===== src/common/aux_bus_map.vh =====
// Register map, field positions and timing counts for the aux bus control
`ifndef AUX_BUS_MAP_VH
`define AUX_BUS_MAP_VH

`define AUX_BUS_CONTROL_OFFSET  8'h8e
`define AUX_BUS_CONTROL_ADDR    12'h238
`define AUX_STATUS_ADDR         12'h240
`define AUX_STROBE_CMD_ADDR     12'h244
`define AUX_BUS_CONTROL_RESET   8'h0c
`define AUX_WRITABLE_MASK       8'haf
`define FLD_SUPPRESS            0
`define FLD_EXT_SELECT          1
`define FLD_XRAM_LO             2
`define FLD_XRAM_HI             3
`define FLD_STRETCH             5
`define FLD_PULLUP_DISABLE      7
`define LATCH_DIV_NORMAL        4'h6
`define LATCH_DIV_DOUBLE        4'h3
`define STROBE_SHORT            5'h06
`define STROBE_LONG             5'h1e

`endif


===== src/core/aux_bus_control.v =====
// APB register bank for aux bus control and emulation mode entry
//
// Register access over APB was decided locally.
`include "aux_bus_map.vh"

// How it works
// Latch strobe held low, program strobe high, through reset release.
// Emulation pulls up strobes and ports 1-3, floats port 0 and I2.
// Emulation lasts until the next ordinary reset.
// Suppress clear: latch strobe at clock/6, clock/3 in double speed.
// Suppress set (bit 0): latch strobe only during external accesses.
// While suppressed and idle the latch pin is weakly pulled high.
// Read/write strobes last 6 clocks, or 30 with stretch set.
// Two size bits pick 256, 512, 768 or 1024 bytes of internal RAM.
// Ext select clear keeps data moves inside, set sends them out.
// Pull-up disable clear enables port weak pull-ups, set disables.
// Software never sets reserved bits 6 and 4.
// Control register resets to 0x0c and is written as a whole byte.
// Latch strobe splits address from data on port 0.
// Strobe pins are sampled at reset release for emulation entry.
module aux_bus_control
(
    // Clock and reset
    input  wire        clock,
    input  wire        sys_rst,
    // APB slave
    input  wire        psel,
    input  wire        penable,
    input  wire        pwrite,
    input  wire [11:0] paddr,
    input  wire [31:0] pwdata,
    output wire        pready,
    output reg  [31:0] prdata,
    output wire        pslverr,
    // Core side
    input  wire        doubleSpeed,
    input  wire        extAccess,
    // Strobe pins
    input  wire        latchStrobeIn,
    input  wire        progStoreStrobeIn,
    output wire        latchStrobeOut,
    output wire        latchStrobeOe,
    output wire        latchStrobePullup,
    output wire        progStorePullup,
    output wire        rwStrobeActive,
    // Memory and port controls
    output wire        extDataSelect,
    output reg  [10:0] xramSize,
    output wire        portWeakPullup,
    output wire        port0Float,
    output wire        portI2Float,
    output wire        oscActive,
    output wire        emulationMode
);

    ////////////////////////////////////////////////////////////////////
    // Registers and decode

    localparam ST_IDLE   = 1'b0;
    localparam ST_STROBE = 1'b1;

    reg  [7:0] auxBusControl_reg;
    reg        emulation_reg;
    reg        rstSeen_reg;
    reg        state_reg;
    reg  [4:0] strobeCount_reg;
    wire       access;
    wire       hitCtrl;
    wire       hitStat;
    wire       hitCmd;
    wire       strobeOut;
    wire       strobeDrive;

    function [10:0] size_decode;
        input [1:0] code;
        begin
            size_decode = {1'b0, code, 8'h00} + 11'h100;
        end
    endfunction

    assign access  = psel && penable;
    assign hitCtrl = (paddr == `AUX_BUS_CONTROL_ADDR);
    assign hitStat = (paddr == `AUX_STATUS_ADDR);
    assign hitCmd  = (paddr == `AUX_STROBE_CMD_ADDR);
    assign pready  = 1'b1;
    assign pslverr = access && !(hitCtrl || hitStat || hitCmd);

    ////////////////////////////////////////////////////////////////////
    // Control register

    always @(posedge clock)
    begin
        if (sys_rst)
            auxBusControl_reg <= `AUX_BUS_CONTROL_RESET;
        else if (access && pwrite && hitCtrl)
            // Whole byte only, reserved bits kept zero
            auxBusControl_reg <= pwdata[7:0] & `AUX_WRITABLE_MASK;
    end

    always @(posedge clock)
    begin
        if (sys_rst)
            prdata <= 32'h00000000;
        else if (psel && !penable)
        begin
            if (hitCtrl)
                prdata <= {24'h000000, auxBusControl_reg};
            else if (hitStat)
                prdata <= {30'h00000000, state_reg, emulation_reg};
            else
                prdata <= 32'h00000000;
        end
    end

    ////////////////////////////////////////////////////////////////////
    // Emulation mode entry

    always @(posedge clock)
    begin
        if (sys_rst)
        begin
            rstSeen_reg     <= 1'b1;
            emulation_reg   <= 1'b0;
        end
        else
        begin
            rstSeen_reg     <= 1'b0;
            // First edge after release samples the pins
            if (rstSeen_reg && !latchStrobeIn && progStoreStrobeIn)
                emulation_reg <= 1'b1;
        end
    end

    ////////////////////////////////////////////////////////////////////
    // Read/write strobe length

    always @(posedge clock)
    begin
        if (sys_rst)
        begin
            state_reg       <= ST_IDLE;
            strobeCount_reg <= 5'h00;
        end
        else
        begin
            case (state_reg)
                ST_IDLE:
                    if (access && pwrite && hitCmd)
                    begin
                        state_reg <= ST_STROBE;
                        strobeCount_reg <=
                            auxBusControl_reg[`FLD_STRETCH] ?
                            `STROBE_LONG : `STROBE_SHORT;
                    end
                ST_STROBE:
                begin
                    strobeCount_reg <= strobeCount_reg - 5'h01;
                    if (strobeCount_reg == 5'h01)
                        state_reg <= ST_IDLE;
                end
                default:
                    state_reg <= ST_IDLE;
            endcase
        end
    end

    assign rwStrobeActive = (state_reg == ST_STROBE) && !emulation_reg;

    ////////////////////////////////////////////////////////////////////
    // Latch strobe and pin controls

    latch_strobe_gen u_latch
    (
        .clock       (clock),
        .sys_rst     (sys_rst),
        .suppress    (auxBusControl_reg[`FLD_SUPPRESS]),
        .doubleSpeed (doubleSpeed),
        .extAccess   (extAccess),
        .strobeOut   (strobeOut),
        .strobeDrive (strobeDrive)
    );

    assign latchStrobeOut    = strobeOut && !emulation_reg;
    assign latchStrobeOe     = strobeDrive && !emulation_reg;
    assign latchStrobePullup = !latchStrobeOe;
    assign progStorePullup   = emulation_reg;
    assign port0Float        = emulation_reg;
    assign portI2Float       = emulation_reg;
    assign oscActive         = 1'b1;
    assign emulationMode     = emulation_reg;
    assign extDataSelect     = auxBusControl_reg[`FLD_EXT_SELECT];
    assign portWeakPullup    = emulation_reg ||
                               !auxBusControl_reg[`FLD_PULLUP_DISABLE];

    always @(posedge clock)
    begin
        if (sys_rst)
            xramSize <= 11'h400;
        else
            xramSize <= size_decode({auxBusControl_reg[`FLD_XRAM_HI],
                                     auxBusControl_reg[`FLD_XRAM_LO]});
    end

endmodule // aux_bus_control


===== src/core/latch_strobe_gen.v =====
// Address-latch strobe generator with continuous and access-only modes
`include "aux_bus_map.vh"

module latch_strobe_gen
(
    // Clock and reset
    input  wire       clock,
    input  wire       sys_rst,
    // Control
    input  wire       suppress,
    input  wire       doubleSpeed,
    input  wire       extAccess,
    // Strobe out
    output reg        strobeOut,
    output reg        strobeDrive
);

    reg  [3:0] divCount_reg;
    wire [3:0] divLimit;

    assign divLimit = doubleSpeed ? `LATCH_DIV_DOUBLE : `LATCH_DIV_NORMAL;

    always @(posedge clock)
    begin
        if (sys_rst)
        begin
            divCount_reg <= 4'h0;
            strobeOut    <= 1'b0;
            strobeDrive  <= 1'b0;
        end
        else
        begin
            if (divCount_reg >= divLimit - 4'h1)
                divCount_reg <= 4'h0;
            else
                divCount_reg <= divCount_reg + 4'h1;
            // Pulse strobeOut once per divider period
            strobeOut   <= (divCount_reg == 4'h0) &&
                           (!suppress || extAccess);
            // Undriven, weakly high, while suppressed and idle
            strobeDrive <= !suppress || extAccess;
        end
    end

endmodule // latch_strobe_gen


===== config.mk =====
export PLATFORM = sky130hd
export DESIGN_NAME = aux_bus_control
export DESIGN_NICKNAME = d
export VERILOG_FILES = /design/src/core/aux_bus_control.v /design/src/core/latch_strobe_gen.v
export VERILOG_INCLUDE_DIRS = /design/src /design/src/common
export SDC_FILE = /design/constraint.sdc
export NUM_CORES = 1
export LEC_CHECK = 0
export BUFFER_PORTS_ARGS = -buffer_cell sky130_fd_sc_hd__buf_2
export CORE_AREA = 2 2 73 75
export CTS_CLUSTER_SIZE = 10
export DETAILED_ROUTE_END_ITERATION = 16
export DIE_AREA = 0 0 75 77
export PLACE_DENSITY = 0.66
export SYNTH_ARGS = -nofsm -noshare
export SYNTH_HDL_FRONTEND = slang
export SYNTH_SLANG_ARGS = --single-unit

===== constraint.sdc =====
create_clock -name clock -period 1.9 [get_ports clock]
set_input_delay 0.095 -clock clock [delete_from_list [all_inputs] [get_ports clock]]
set_output_delay 0.095 -clock clock [all_outputs]
set_load 0.01 [all_outputs]

# After elaboration in Yosys (flattened, before gate mapping)
# Cells that the tools add are included.
[word_totals]
ff_bits = 63
inputBits = 53
[classes]
add_sub_neg = 4
n_lt_le_gt_ge = 1
n_eq_ne = 5
muxes = 10
n_bitwise = 1
reduce_logical = 25
[op_table]
columns = ["operator", "count"]
rows = [
  ["$eq 12x10->1 const B", 3],
  ["$logic_and 1x1->1", 12],
  ["$add 10x9->11 const B", 1],
  ["$mux 5", 2],
  ["$pmux 5 s2", 1],
  ["$mux 8", 1],
  ["$logic_not 1->1", 7],
  ["$eq 5x1->1 const B", 1],
  ["$sub 5x1->5 const B", 1],
  ["$add 4x1->4 const B", 1],
  ["$ge 4x4->1", 1],
  ["$logic_not 4->1", 1],
  ["$logic_or 1x1->1", 4],
  ["$sub 4x1->4 const B", 1],
  ["$mux 1", 3],
  ["$mux 3", 1],
  ["$mux 2", 1],
  ["$ne 2x2->1 const B", 1],
  ["$pmux 1 s2", 1],
  ["$reduce_or 2->1", 1],
  ["$not 1->1", 1],
]

# Logic depth before layout (Yosys ltp)
[depth]
ltp_word = 5
ltp_mapped = 6
depth_no_buf = 6

# Cells and area by module
# Synthesis repeated with hierarchy kept, for this count alone.
[unflattened]
cells_unflattened = 192
hier_area_um2 = 1680.4
[modules_own_cells]
columns = ["mod", "instances", "cells_per_inst", "area_each_um2"]
rows = [
  ["aux_bus_control", 1, 163, 1392.6],
  ["latch_strobe_gen", 1, 29, 287.8],
]

# Worst setup path after synthesis
# OpenSTA, ideal clock, no wires.
[synth_timing]
path_type = "input port to flip-flop"
start = "input port paddr[10]"
end = "register auxBusControl_reg[0]"
setup_ns = 0.132
arrival_ns = 1.523
setup_slack_ns = 0.244
stages = 5
path_buffers = 1
path_cell_list = "or4_4 > buf_6 > or4_4 > o21ai_0 > a21oi_1"
[synth_between]
elab_chain_len = 2
[synth_lines]
columns = ["element", "line", "text"]
rows = [
  ["start, declared", "aux_bus_control.v:30", "input wire [11:0] paddr,"],
  ["$eq 12x10->1 (no line)", "--", ""],
  ["$logic_and 1x1->1", "aux_bus_control.v:95", "else if (access && pwrite && hitCtrl)"],
  ["end signal, assigned", "aux_bus_control.v:94", "auxBusControl_reg <= `AUX_BUS_CONTROL_RESET;"],
  ["end signal, assigned", "aux_bus_control.v:97", "auxBusControl_reg <= pwdata[7:0] & `AUX_WRITABLE_MASK;"],
  ["end, declared", "aux_bus_control.v:62", "reg [7:0] auxBusControl_reg;"],
]
# No other way between the ends.
# A chain may end at the register's enable or synchronous reset.

# Worst setup path in the final report
[layout_timing]
start = "register state_reg"
end = "register strobeCount_reg[4]"
[layout_between]
elab_chain_len = 2
[layout_lines]
columns = ["element", "line", "text"]
rows = [
  ["start, declared", "aux_bus_control.v:65", "reg state_reg;"],
  ["start signal, assigned", "aux_bus_control.v:141", "state_reg <= ST_IDLE;"],
  ["start signal, assigned", "aux_bus_control.v:150", "state_reg <= ST_STROBE;"],
  ["start signal, assigned", "aux_bus_control.v:159", "state_reg <= ST_IDLE;"],
  ["$not 1->1", "--", ""],
  ["$pmux 5 s2 or $ne 2x2->1 (tied branches)", "--", ""],
  ["end signal, assigned", "aux_bus_control.v:151", "strobeCount_reg <="],
  ["end signal, assigned", "aux_bus_control.v:157", "strobeCount_reg <= strobeCount_reg - 5'h01;"],
  ["end, declared", "aux_bus_control.v:66", "reg [4:0] strobeCount_reg;"],
]
# Parallel ways exist; a longest one is shown, timed or not.

==> results by group <==
STA
  • Final Setup Violations: 0
  • Max-slew violations: 0
  • Final min period: 1.58 ns
  • Setup TNS: 0 ns
  • Final period utilization: 83.3%
  • Unrepaired setup endpoints after global routing: no
  • Clk_skew: roughly 0.0042 ns
  • Final Hold Fails: 0
  • Max frequency: about 630 MHz

Clock network
  • Clock buffer count from CTS: 5
  • # Post-CTS Setup Buffers: 0
  • Worst-skew pair later-pin latency: roughly 0.28 ns
  • CTS max path bufs: 2
  • Worst-path clk slew: roughly 0.060 ns
  • CTS Sinks: 29
  • CTS root buf: clkbuf_8
  • # resized after CTS: 0
  • H-tree depth: 2
  • Post-CTS Hold Fix Bufs: 0
  • CTS tree: yes

Floorplanning
  • Standard-cell rows: 26
  • IO Pins: around 110
  • Initial Util: 33.5%
  • CORE AREA: ~0.0050 sq mm
  • DIE AREA: 0.00578 sq mm
  • Die X: between 70 and 80 um
  • Die H: ~77 um

Synthesis
  • Most common cell in the netlist: buf_4
  • Commonest cells in the netlist: buf_4, dfxtp_1, nor2_1
  • Synth area leader: dfxtp_1
  • Top-area cell type share of the netlist area: around a third
  • #FFs+latches synth: 29
  • FFs w/ async S/R, synth: 0%
  • Warnings from Yosys: 0
  • Register area share after synthesis: around a third
  • Number of flops mapped to enable cells by yosys: 0
  • Synth Flop Type: dfxtp_1
  • Synth cell types: 36
  • Gate count of the mapped netlist: 194
  • Netlist Area Pre-Place: 0.00167 sq mm
  • Area contributors post-synth: dfxtp_1, buf_4, ha_1
  • Mean Syn Cell Area: approximately 8.6 sq um

Detailed routing
  • Drt first-iter violations: 75
  • Via count: between 1,000 and 1,500
  • Drt first pass iters: 4
  • DR DRC count: 0
  • DRT antenna net count: 0
  • Total Wirelength: 3.25 mm
  • Avg WL per Cell: around 10 um
  • Via density: around 4.3

Worst setup path
  • Buf/Inv on CP: 0
  • Critical path arrival: around 1.7 ns
  • Crit start category: register
  • Critical path required time: 2.05 ns
  • Critical path capture point type: register
  • CP top delay family: simple AND/OR/NAND/NOR gates
  • WS Path Type: register to register
  • Maximum net fanout on the critical path: 2
  • CP max-delay cell: or4b_2
  • Critical Path Max Stage Delay: 0.60 ns
  • Crit-path cells: or4b_2 > nor4_1 > mux2i_1 > a21oi_1

Cells and area
  • # fillers: roughly 530
  • Post-route non-filler standard cell count: 310
  • Layout cells sized above 1: 28.7%
  • Fin util: 38.5%
  • Area growth from synthesis to layout: 14.8%
  • Fin nets: 300
  • N_diodes: 0

Placed design
  • Hpwl dp: 2.43 mm
  • Placed cell count: 302
  • Port bufs: 46
  • GPL Wtd Cong: about 0.73

Min path
  • Hold WC Path Type: primary input to register

Pwr
  • P per Cell Area: 715 mW/mm^2
  • Leak: about 0.88 nW
  • Worst vdd ir: 0.452 mV
  • Overall power: 1.37 mW

GRT
  • Largest net degree at the start of global routing: 27
  • First-pass GRT wire length: 5.13 mm
  • Initial antenna violation count: 0
  • GRT overflow: 0
  • Vias in the first global route: 1,149
  • Gr usage total: 11.4%

Outcome
  • Status: complete, no violations

Job
  • Max cap viols: 0
-- metrics by stage --
step           hold slack, ns  setup slack (ns)  instance area (sq um)
6_report               0.0705             0.317                   1920
5_1_grt                0.0692             0.208                   1920
4_1_cts                0.0690             0.299                   1920
3_5_place_dp            0.361             0.116                   1810
3_3_place_gp            0.351             0.136                   1810
2_1_floorplan           0.123             0.244                   1800
-- kinds of logic after synthesis --
family / count (synthesis) / synth area share, %
other cells: 2 / 0.450
simple gates: 65 / 23.5
buf+inv: 56 / 21.8
compound gates: 28 / 9.75
mux: 5 / 3.15
flops: 29 / 34.8
xor+xnor: 1 / 0.525
fa+ha+maj: 8 / 6.00
-- routing by layer --
layer / global-route usage (%) / part of all wire [%]
met3: 4.34 / 9.6
met1: 14.2 / 46
met5: 0 / 0
met4: 3.75 / 1.0
met2: 17.6 / 44
-- power by group --
part           switching [mW]  internal (mW)  total, mW
clock network           0.226          0.327      0.552
logic                   0.109         0.0645      0.174
registers              0.0151          0.628      0.643
-- worst reg2reg max path: stages, from the launching register on --
cell	delay [ns]
dfxtp_1	0.31
or4b_2	0.60
nor4_1	0.25
mux2i_1	0.22
a21oi_1	0.07
-- final timing paths --
check                           startpoint                    to  slack [ns]  depth (start not counted)
worst max register to register   state_reg    strobeCount_reg[4]        0.32                          4
worst min register to register   prdata[5]             prdata[5]        0.45                          2
worst min-delay path             pwdata[3]  auxBusControl_reg[3]        0.07                          3
worst max-delay path             state_reg    strobeCount_reg[4]        0.32                          4
-- cells in the final DEF (no fill, tap or decap), types with 3 or more instances in the layout --
cell type and instances:
dfxtp_1 29, clkbuf_8 7, ha_1 8, nor2b_1 4, nor2_1 14, o21ai_0 4
conb_1 36, buf_2 46, nor3_1 6, mux2i_1 3, nand2_1 8, nand3_1 10
inv_1 11, a21oi_1 13, nand2b_1 5, a31oi_1 3, buf_4 3
-- final cells by class --
| cell class | instances | area, sq um | share of cell area, % |
|---|---|---|---|
| flip-flops and latches | 29 | 581 | 30.3 |
| well taps | 70 | 87.6 | 4.57 |
| repair buffers | 49 | 253 | 13.2 |
| inverters | 11 | 41.3 | 2.16 |
| multi-input cells | 143 | 852 | 44.5 |
| clock inverters | 1 | 5.00 | 0.261 |
| clock buffers | 7 | 96.3 | 5.03 |
Note: power is estimated with default switching activity, not from simulation.
